<file path="config.mk">
export PLATFORM = sky130hd
export DESIGN_NAME = iprv_controller
export DESIGN_NICKNAME = d
export VERILOG_FILES = /design/src/iprv_pkg.sv /design/src/iprv_controller.sv
export SDC_FILE = /design/constraint.sdc
export NUM_CORES = 1
export LEC_CHECK = 0
export BUFFER_PORTS_ARGS = -buffer_cell sky130_fd_sc_hd__buf_2
export CAP_MARGIN = 20
export CORE_ASPECT_RATIO = 1.1
export CORE_MARGIN = 2
export CORE_UTILIZATION = 60
export DETAILED_ROUTE_END_ITERATION = 12
export PLACE_DENSITY = 0.86
export SETUP_SLACK_MARGIN = 0.1
export SYNTH_ARGS = -nofsm -noshare
export SYNTH_HDL_FRONTEND = slang
export SYNTH_SLANG_ARGS = --single-unit
</file>
<file path="constraint.sdc">
create_clock -name pclk -period 7.1 [get_ports pclk]
set_input_delay 0.355 -clock pclk [delete_from_list [all_inputs] [get_ports pclk]]
set_output_delay 0.355 -clock pclk [all_outputs]
set_load 0.02 [all_outputs]
</file>
<file path="src/iprv_pkg.sv">
// Shared constants and carrier types for the interrupt priority block
package iprv_pkg;

    // Number of prioritised sources; index 15 is the nonmaskable one
    localparam int NSRC = 16;
    localparam logic [3:0] NMI_IDX = 4'hf;
    localparam logic [3:0] OVR_LO_IDX = 4'hb;
    localparam logic [3:0] OVR_HI_IDX = 4'hc;
    localparam logic [3:0] EXT0_IDX = 4'h3;
    localparam logic [3:0] EXT1_IDX = 4'h4;
    localparam logic [3:0] EXT2_IDX = 4'hd;
    localparam logic [3:0] EXT3_IDX = 4'he;
    localparam logic [3:0] TM1_IDX = 4'h0;
    localparam logic [3:0] TM2_IDX = 4'h1;
    localparam logic [3:0] TX_IDX = 4'h5;
    localparam logic [3:0] RX_IDX = 4'h6;
    localparam logic [3:0] CAP0_IDX = 4'h7;

    // Priority scale ends
    localparam int PRIO_MAX = 30;
    localparam int PRIO_MIN = 0;
    localparam int SERVER_PRIO_BASE = 15;

    // Vector addresses
    localparam logic [23:0] STD_VEC_BASE = 24'hff2000;
    localparam logic [23:0] SRV_VEC_BASE = 24'hff2040;
    localparam logic [23:0] NMI_VEC = 24'hff203e;
    localparam logic [23:0] UNDEF_VEC = 24'hff2012;
    localparam logic [23:0] TRAP_VEC = 24'hff2010;
    localparam logic [7:0] TRAP_OPCODE = 8'hf7;
    localparam logic [7:0] SIGNED_PREFIX_OPCODE = 8'hfe;

    // Register byte offsets on the bus
    localparam logic [7:0] OFS_MASK = 8'h00;
    localparam logic [7:0] OFS_PEND = 8'h04;
    localparam logic [7:0] OFS_SEL = 8'h08;
    localparam logic [7:0] OFS_ENDX = 8'h0c;
    localparam logic [7:0] OFS_STAT = 8'h10;
    localparam logic [7:0] OFS_CAPP = 8'h14;
    localparam logic [15:0] RST_16 = 16'h0000;

    // Status word bit positions
    localparam int ST_GEN = 0;
    localparam int ST_SEN = 1;
    localparam int ST_BLOCK = 2;
    localparam int ST_VEC_LO = 8;

    // Peripheral request pulses, same clock domain
    typedef struct packed {
        logic timer_one_overflow;
        logic timer_two_overflow;
        logic serial_transmit_request;
        logic serial_receive_request;
        logic [3:0] capture_compare;
        logic [3:0] capture_overrun;
    } iprv_periph_type;

    // Core sequencer signals, same clock domain
    typedef struct packed {
        logic instr_done;
        logic defer_instr;
        logic undef_opcode;
        logic trap_instr;
        logic global_enable_instr;
        logic global_disable_instr;
        logic server_enable_instr;
        logic server_disable_instr;
        logic server_busy;
        logic count_zero;
        logic [3:0] count_zero_index;
    } iprv_cpu_type;

    // Acknowledge toward the core
    typedef struct packed {
        logic valid;
        logic server;
        logic direct;
        logic [3:0] index;
        logic [23:0] vector;
    } iprv_ack_type;

endpackage : iprv_pkg

</file>
<file path="src/iprv_controller.sv">
// Interrupt prioritisation, vectoring and register slave
`timescale 1ns/100ps

module iprv_controller
(
    input wire logic pclk,
    input wire logic presetn,
    input wire logic psel,
    input wire logic penable,
    input wire logic pwrite,
    input wire logic [7:0] paddr,
    input wire logic [31:0] pwdata,
    output logic [31:0] prdata,
    output logic pready,
    output logic pslverr,
    input wire logic nmi_pin,
    input wire logic [3:0] ext_pin,
    input wire logic [3:0] port_mode_write,
    input wire iprv_pkg::iprv_periph_type periph,
    input wire iprv_pkg::iprv_cpu_type cpu,
    output iprv_pkg::iprv_ack_type ack
);

    // The block sits between the request sources and the core's
    // sequencer. Requests latch into pending flags, the flags are ranked
    // once per finished instruction, and the winner leaves as a one-cycle
    // acknowledge carrying its vector. The two direct calls skip ranking.
    // Registers on the bus let software mask, steer to the server and
    // clear flags; everything runs on the one core clock.

    // Whole module state in one record
    typedef struct packed {
        logic [15:0] mask;
        logic [15:0] pend;
        logic [15:0] sel;
        logic [15:0] endx;
        logic [3:0] cap_pend;
        logic gen;
        logic sen;
        logic block;
        logic [4:0] sync1;
        logic [4:0] sync2;
        logic [4:0] prev;
        iprv_pkg::iprv_ack_type ack;
        logic [31:0] prdata;
        logic pready;
        logic pslverr;
    } iprv_state_type;

    iprv_state_type s_q; // Registered state
    iprv_state_type s_d; // Next state
    // Keeping every flop in one record means reset clears all of them in
    // one statement; no field can be forgotten and come up unknown.

    // Highest set index; later indices outrank earlier ones
    // Scanning upward and keeping the last hit is small and needs no
    // priority tree; sixteen inputs keep the chain short.
    function automatic logic [3:0] top_index(input logic [15:0] v);
        logic [3:0] r;
        r = 4'h0;
        for (int i = 0; i < iprv_pkg::NSRC; i++)
        begin
            if (v[i])
            begin
                r = 4'(i);
            end
        end
        return r;
    endfunction : top_index

    // One word per source above the chosen base
    function automatic logic [23:0] vec_of(input logic server,
                                           input logic [3:0] idx);
        logic [23:0] base;
        base = server ? iprv_pkg::SRV_VEC_BASE : iprv_pkg::STD_VEC_BASE;
        // Standard words leave a hole for the two direct calls, so
        // the upper eight standard sources sit 20h higher
        return base + {18'h00000, ~server & idx[3], idx, 1'b0};
    endfunction : vec_of

    // One-hot of an index
    function automatic logic [15:0] bit_of(input logic [3:0] idx);
        return 16'h0001 << idx;
    endfunction : bit_of

    // Working terms of the combinational process
    logic [4:0] rise;
    logic [15:0] hw_set;
    logic [15:0] srv_cand;
    logic [15:0] std_pend;
    logic [15:0] std_endx;
    logic [15:0] maskable;
    logic [3:0] idx;
    logic ack_ok;
    logic access;
    logic [31:0] wmask;

    // Next-state logic: bus, detection, arbitration
    always_comb
    begin
        s_d = s_q;
        idx = 4'h0;
        hw_set = iprv_pkg::RST_16;
        s_d.ack.valid = 1'b0;
        s_d.ack.server = 1'b0;
        s_d.ack.direct = 1'b0;
        s_d.pready = 1'b0;
        s_d.pslverr = 1'b0;
        wmask = pwdata;

        // Pins are asynchronous: two flops tame metastability before
        // the edge detector looks at them.
        // Two flops before the pin edge detector
        s_d.sync1 = {nmi_pin, ext_pin};
        s_d.sync2 = s_q.sync1;
        s_d.prev = s_q.sync2;
        // Rising edge only: a held level asks once
        // A brief low dip on a high pin looks like an edge
        rise = s_q.sync2 & ~s_q.prev;

        // Bus access phase, one wait state
        // Answering from a flop costs one cycle per transfer but keeps
        // read data and ready glitch free at the pins; the pready term
        // stops the held request from being taken a second time.
        access = psel & penable & ~s_q.pready;
        if (access)
        begin
            s_d.pready = 1'b1;
            s_d.prdata = 32'h00000000;
            unique case (paddr)
                iprv_pkg::OFS_MASK:
                begin
                    s_d.prdata[15:0] = s_q.mask;
                    if (pwrite)
                    begin
                        s_d.mask = pwdata[15:0];
                    end
                end
                iprv_pkg::OFS_PEND:
                begin
                    // Write one to clear; read shows the flags
                    s_d.prdata[15:0] = s_q.pend;
                    if (pwrite)
                    begin
                        s_d.pend = s_q.pend & ~wmask[15:0];
                    end
                end
                iprv_pkg::OFS_SEL:
                begin
                    s_d.prdata[15:0] = s_q.sel;
                    if (pwrite)
                    begin
                        // Nonmaskable can never go to the server
                        s_d.sel = pwdata[15:0] &
                            ~bit_of(iprv_pkg::NMI_IDX);
                    end
                end
                iprv_pkg::OFS_ENDX:
                begin
                    s_d.prdata[15:0] = s_q.endx;
                    if (pwrite)
                    begin
                        s_d.endx = s_q.endx & ~wmask[15:0];
                    end
                end
                iprv_pkg::OFS_STAT:
                begin
                    s_d.prdata[iprv_pkg::ST_GEN] = s_q.gen;
                    s_d.prdata[iprv_pkg::ST_SEN] = s_q.sen;
                    s_d.prdata[iprv_pkg::ST_BLOCK] = s_q.block;
                    s_d.prdata[iprv_pkg::ST_VEC_LO +: 24] = s_q.ack.vector;
                end
                iprv_pkg::OFS_CAPP:
                begin
                    // Source of a shared overrun is read here
                    s_d.prdata[3:0] = s_q.cap_pend;
                    if (pwrite)
                    begin
                        s_d.cap_pend = s_q.cap_pend & ~wmask[3:0];
                    end
                end
                default:
                begin
                    // Unmapped: error answer, read zero
                    s_d.pslverr = 1'b1;
                end
            endcase
        end

        // Global enables from the core's instructions
        if (cpu.global_enable_instr)
        begin
            s_d.gen = 1'b1;
        end
        else if (cpu.global_disable_instr)
        begin
            s_d.gen = 1'b0;
        end
        if (cpu.server_enable_instr)
        begin
            s_d.sen = 1'b1;
        end
        else if (cpu.server_disable_instr)
        begin
            s_d.sen = 1'b0;
        end

        // Request sources into their fixed slots
        // Each source is a one-cycle pulse; the flag holds it from here.
        hw_set[iprv_pkg::TM1_IDX] = periph.timer_one_overflow;
        hw_set[iprv_pkg::TM2_IDX] = periph.timer_two_overflow;
        hw_set[iprv_pkg::TX_IDX] = periph.serial_transmit_request;
        hw_set[iprv_pkg::RX_IDX] = periph.serial_receive_request;
        hw_set[iprv_pkg::CAP0_IDX +: 4] = periph.capture_compare;
        // Four overruns fold into two shared slots
        hw_set[iprv_pkg::OVR_LO_IDX] = |periph.capture_overrun[1:0];
        hw_set[iprv_pkg::OVR_HI_IDX] = |periph.capture_overrun[3:2];
        // External pins, or a write of their mode bit
        hw_set[iprv_pkg::EXT0_IDX] = rise[0] | port_mode_write[0];
        hw_set[iprv_pkg::EXT1_IDX] = rise[1] | port_mode_write[1];
        hw_set[iprv_pkg::EXT2_IDX] = rise[2] | port_mode_write[2];
        hw_set[iprv_pkg::EXT3_IDX] = rise[3] | port_mode_write[3];
        hw_set[iprv_pkg::NMI_IDX] = rise[4];

        // Masks gate ranking only; a masked source still sets its flag,
        // so unmasking later serves a request that came earlier.
        // Candidates; mask bit 15 does not gate the nonmaskable
        maskable = s_q.mask & ~bit_of(iprv_pkg::NMI_IDX);
        // Server needs mask, select and server enable
        // Global disable does not stop the server
        srv_cand = s_q.pend & maskable & s_q.sel & {16{s_q.sen}};
        // Standard path obeys the global enable
        std_pend = s_q.pend & maskable & ~s_q.sel & {16{s_q.gen}};
        // End requests blocked by global disable
        std_endx = s_q.endx & maskable & {16{s_q.gen}};

        // A request landing in the cycle of an instruction end is seen
        // only at the next end, since ranking reads flop state
        // Ack only at instruction end, not while deferred,
        // blocked, or while a server cycle runs
        ack_ok = cpu.instr_done & ~cpu.defer_instr & ~s_q.block &
            ~cpu.server_busy;

        // Block drops after the following instruction ends
        if (cpu.instr_done)
        begin
            s_d.block = 1'b0;
        end

        // Arbitration order: undefined opcode, trap, then ranked
        // requests. Only one acknowledge leaves per edge; a ranked request that
        // loses stays pending and is looked at again at the next unshadowed instruction
        // end, but a trap that meets an undefined opcode is dropped.
        if (cpu.undef_opcode)
        begin
            // Straight to the controller, no ranking
            s_d.ack.valid = 1'b1;
            s_d.ack.direct = 1'b1;
            s_d.ack.index = 4'h0;
            s_d.ack.vector = iprv_pkg::UNDEF_VEC;
            s_d.block = 1'b1;
        end
        else if (cpu.trap_instr)
        begin
            // Trap call, unranked and never masked
            s_d.ack.valid = 1'b1;
            s_d.ack.direct = 1'b1;
            s_d.ack.index = 4'h0;
            s_d.ack.vector = iprv_pkg::TRAP_VEC;
            s_d.block = 1'b1;
        end
        else if (ack_ok)
        begin
            if (s_q.pend[iprv_pkg::NMI_IDX])
            begin
                // Nonmaskable beats everything ranked
                s_d.ack.valid = 1'b1;
                s_d.ack.index = iprv_pkg::NMI_IDX;
                s_d.ack.vector = iprv_pkg::NMI_VEC;
                s_d.pend[iprv_pkg::NMI_IDX] = 1'b0;
            end
            else if (|srv_cand)
            begin
                // Any server request outranks standard ones
                idx = top_index(srv_cand);
                s_d.ack.valid = 1'b1;
                s_d.ack.server = 1'b1;
                s_d.ack.index = idx;
                s_d.ack.vector = vec_of(1'b1, idx);
                s_d.pend[idx] = 1'b0;
            end
            else if (|(std_pend | std_endx))
            begin
                // End requests rank as their standard source
                idx = top_index(std_pend | std_endx);
                s_d.ack.valid = 1'b1;
                s_d.ack.index = idx;
                s_d.ack.vector = vec_of(1'b0, idx);
                if (std_endx[idx])
                begin
                    s_d.endx[idx] = 1'b0;
                end
                else
                begin
                    s_d.pend[idx] = 1'b0;
                end
            end
        end

        // This runs after the bus decode on purpose: hardware clearing
        // the select bit must win over a software write in one cycle.
        // Count reached zero: stop server, raise end request
        if (cpu.count_zero &&
            cpu.count_zero_index != iprv_pkg::NMI_IDX)
        begin
            s_d.sel[cpu.count_zero_index] = 1'b0;
            s_d.endx[cpu.count_zero_index] = 1'b1;
        end

        // Detected events last so a set beats any clear
        s_d.pend = s_d.pend | hw_set;
        s_d.cap_pend = s_d.cap_pend | periph.capture_overrun;
    end

    // State register
    // Reset loads constants only; the pin synchronisers clear to the
    // idle low level, so no false edge is seen when reset lets go.
    always_ff @(posedge pclk or negedge presetn)
    begin
        if (!presetn)
        begin
            s_q <= '0;
        end
        else
        begin
            s_q <= s_d;
        end
    end

    // Outputs come straight from flops
    // No logic stands between these flops and the pins, so the core
    // sees settled values a full cycle before it samples them.
    assign prdata = s_q.prdata;
    assign pready = s_q.pready;
    assign pslverr = s_q.pslverr;
    assign ack = s_q.ack;

endmodule : iprv_controller

</file>
==> impl_metrics.toml <==
[sta]
hold_slack_ns = 0.0275
finClkSkew_ns = 0.00781
rsz0062_at_grt = "no"
fin_crit_ns = 3.91
finalHoldViolCount = 0
final-max-slew-violation-count = 0
post-route-period-util = 0.551
finalSetupViolCount = 0
fmax_ghz = 0.256
worst_pin_slew_ns = 1.06
fin_setup_tns_ns = 0
slew_headroom = 0.290

[placement]
hpwlAfterDp_um = 16300
routabilityCongestion = 1.03
port_buffers = 112
placed_area_um2 = 7530

[die]
fp.dieArea_um2 = 13100
fp.dieW_um = 109
dieHeight_um = 120
start_util = 0.612
ios = 145
core_um2 = 11900
rows = 42

[pwr]
p_leak_nw = 3.63
p_per_area_nw_per_um2 = 226
finalPower_mw = 1.85
max-vdd-ir-drop_v = 0.000259

[synth]
ys.flop_type = "dfrtp_1"
synth-simple-area-share = 0.190
synth-seq-cells = 117
ys_warn_count = 0
synth_fa_ha_area_frac = 0
synthCells = 797
synth_top_area_frac = 0.401
seq_area_frac_synth = 0.401
synth_top_family_by_area = "compound AO/OA/AOI/OAI gates"
synth_compound_area_frac = 0.240
synth_mux_area_frac = 0.0732
avgSynthCellArea_um2 = 9.16
synth_top_area_cell = "dfrtp_1"
synth_xor_area_frac = 0
yosys-top-cells-area = "dfrtp_1, buf_4, nand2_1, mux2i_1, a21oi_1"
synth_cell_type_count = 81
synth-edff-count = 0
async_reset_ff_frac = 1.00
synth_area_um2 = 7300

[grt]
grt_pass1_vias = 6399
track_usage = 0.364
grt_max_degree = 86
grt_remaining_overflow = 0
grt_antenna_before_repair = 0
grt_pass1_wl_um = 35100

[detailed_routing]
routed_wl_um = 23100
via_per_inst = 6.61
wl_per_cell_um = 22.6
dr.pass1.iters = 6
final_antenna_net_count = 0
dr.first_iter.drc_count = 840
post-route-drc-count = 0
routed-via-count = 6739

[worst_setup_path]
arrival_ns = 4.22
rr_worst_depth = 11
crit_required_ns = 7.40
path_max_fanout = 31
start_kind = "flop"
r2r-start = "s_q[82]"
ff2ff_setup_slack_ns = 3.19
crit_path_end_kind = "flop"
critPathKind = "reg2reg"
r2r_end = "s_q[88]"

[worst_hold_path]
min_path_type = "in2reg"
hold_depth = 1
worstHoldStart = "ext_pin[1]"
whs_endpoint = "s_d[71]"

[finish]
syn2layout_area_growth_pct = 12.1
diodes = 0
seq_area_um2 = 2930
layout-drive-gt1-share = 0.232
design_area_um2 = 8180
final_nets = 935
multi_input_area_um2 = 3740
final_util = 0.686
nFillCells = 936

[clock_tree]
clk_path_buf_depth = 2
cts_root_buf = "clkbuf_16"
cts_buffers = 17
cts.sinks = 117
htreeDepth = 4
clk_latency_ns = 0.43
clk_pin_slew_ns = 0.06
cts_tree = "built"

[run_status]
status = "complete, no violations"

[job]
drv_cap = 0
## what timing repair did
item / in CTS / in global routing
setup buffers: 0 / 0
resized for setup: 0 / 0
endpoints found under the hold margin: 32 / 0
hold buffers: 1 / 0
## worst max-delay path: stages (launching register included)
cell and delay, ns:
dfrtp_1 0.34, buf_4 0.37, nand2_1 0.11, o21ba_1 0.30
a41oi_1 0.08, or2_4 0.30, nand4_1 0.38, o32ai_1 0.20
a311oi_4 0.45, and3_1 0.76, buf_4 0.38, a21oi_1 0.10
## where the power goes
group          internal, mW  switching, mW  total [mW]
logic                0.0736          0.142       0.215
clock network         0.598          0.303       0.901
registers             0.699         0.0350       0.734
total                  1.37          0.480        1.85
## registers in the layout, summed over array words and instances, names as in the netlist
signal / flops
s_q: 61
prdata: 17
maskable: 15
ack: 12
s_d: 10
pready: 1
pslverr: 1
## routing by layer
| metal | vias up | GRT usage | share of wire |
|---|---|---|---|
| met2 | 488 | 0.550 | 0.46 |
| li1 | 2947 | - | - |
| met5 | - | 0 | 0 |
| met1 | 3221 | 0.486 | 0.39 |
| met4 | 0 | 0.196 | 0.045 |
| met3 | 83 | 0.0798 | 0.11 |
## cells in the mapped netlist (4+ instances only)
| library cell | n |
|---|---|
| a211oi_1 | 12 |
| a21boi_0 | 8 |
| a21o_1 | 9 |
| a21oi_1 | 63 |
| a21oi_4 | 10 |
| a221oi_1 | 4 |
| a22o_1 | 7 |
| a22oi_1 | 7 |
| a31oi_1 | 7 |
| and2_1 | 5 |
| and3_1 | 6 |
| buf_4 | 63 |
| clkbuf_1 | 23 |
| dfrtp_1 | 117 |
| inv_1 | 15 |
| mux2_2 | 19 |
| mux2i_1 | 32 |
| nand2_1 | 115 |
| nand2b_1 | 5 |
| nand3_1 | 23 |
| nand4_1 | 18 |
| nor2_1 | 45 |
| nor2b_1 | 21 |
| nor3_1 | 15 |
| o211a_1 | 5 |
| o211ai_1 | 14 |
| o211ai_2 | 4 |
| o21a_1 | 5 |
| o21ai_0 | 29 |
| o221ai_1 | 5 |
| o22ai_1 | 4 |
| o31ai_1 | 5 |
## final cells by class
class / count / area share
Tap cell: 154 / 0.0236
Clock buffer: 20 / 0.0558
Multi-Input combinational cell: 584 / 0.458
Sequential cell: 117 / 0.358
Timing Repair Buffer: 120 / 0.0789
Inverter: 15 / 0.00688
Clock inverter: 10 / 0.0190
## worst max-delay path by stage
stage                        start  endpoint  slack [ns]  cells after the start
after CTS                  s_q[82]   s_q[88]        3.24                     11
after global placement     s_q[82]   s_q[88]        3.32                     11
after floorplan           s_q[128]   s_q[99]        4.58                     11
final                      s_q[82]   s_q[88]        3.19                     11
after global routing       s_q[82]   s_q[87]        3.03                     11
after detailed placement   s_q[82]   s_q[88]        3.26                     11
## cells by family after synthesis
| logic type | after synthesis |
|---|---|
| other | 1 |
| muxes | 51 |
| buffers and inverters | 111 |
| DFF | 117 |
| and+or+nand+nor | 283 |
| AOI/OAI and AO/OA | 234 |
## per-stage QoR
step,cells,setup slack (ns)
final,1020,3.19
after global routing,1020,3.03
after floorplan,812,4.58
after global placement,988,3.32
after CTS,1019,3.24
after detailed placement,988,3.26
## layout by cell type, fill, tap and decap left out, drive strengths merged, types with 9 or more instances in the layout
cell / instances
nand2: 115
o21ai: 32
a211oi: 13
mux2i: 32
nand3: 24
nand4: 19
clkbuf: 20
nor3: 17
a21boi: 9
nor2: 45
inv: 15
o211ai: 19
nor2b: 21
dfrtp: 117
conb: 16
mux2: 19
a21o: 9
a21oi: 74
buf: 119
Power figures use the tool's default switching activity.
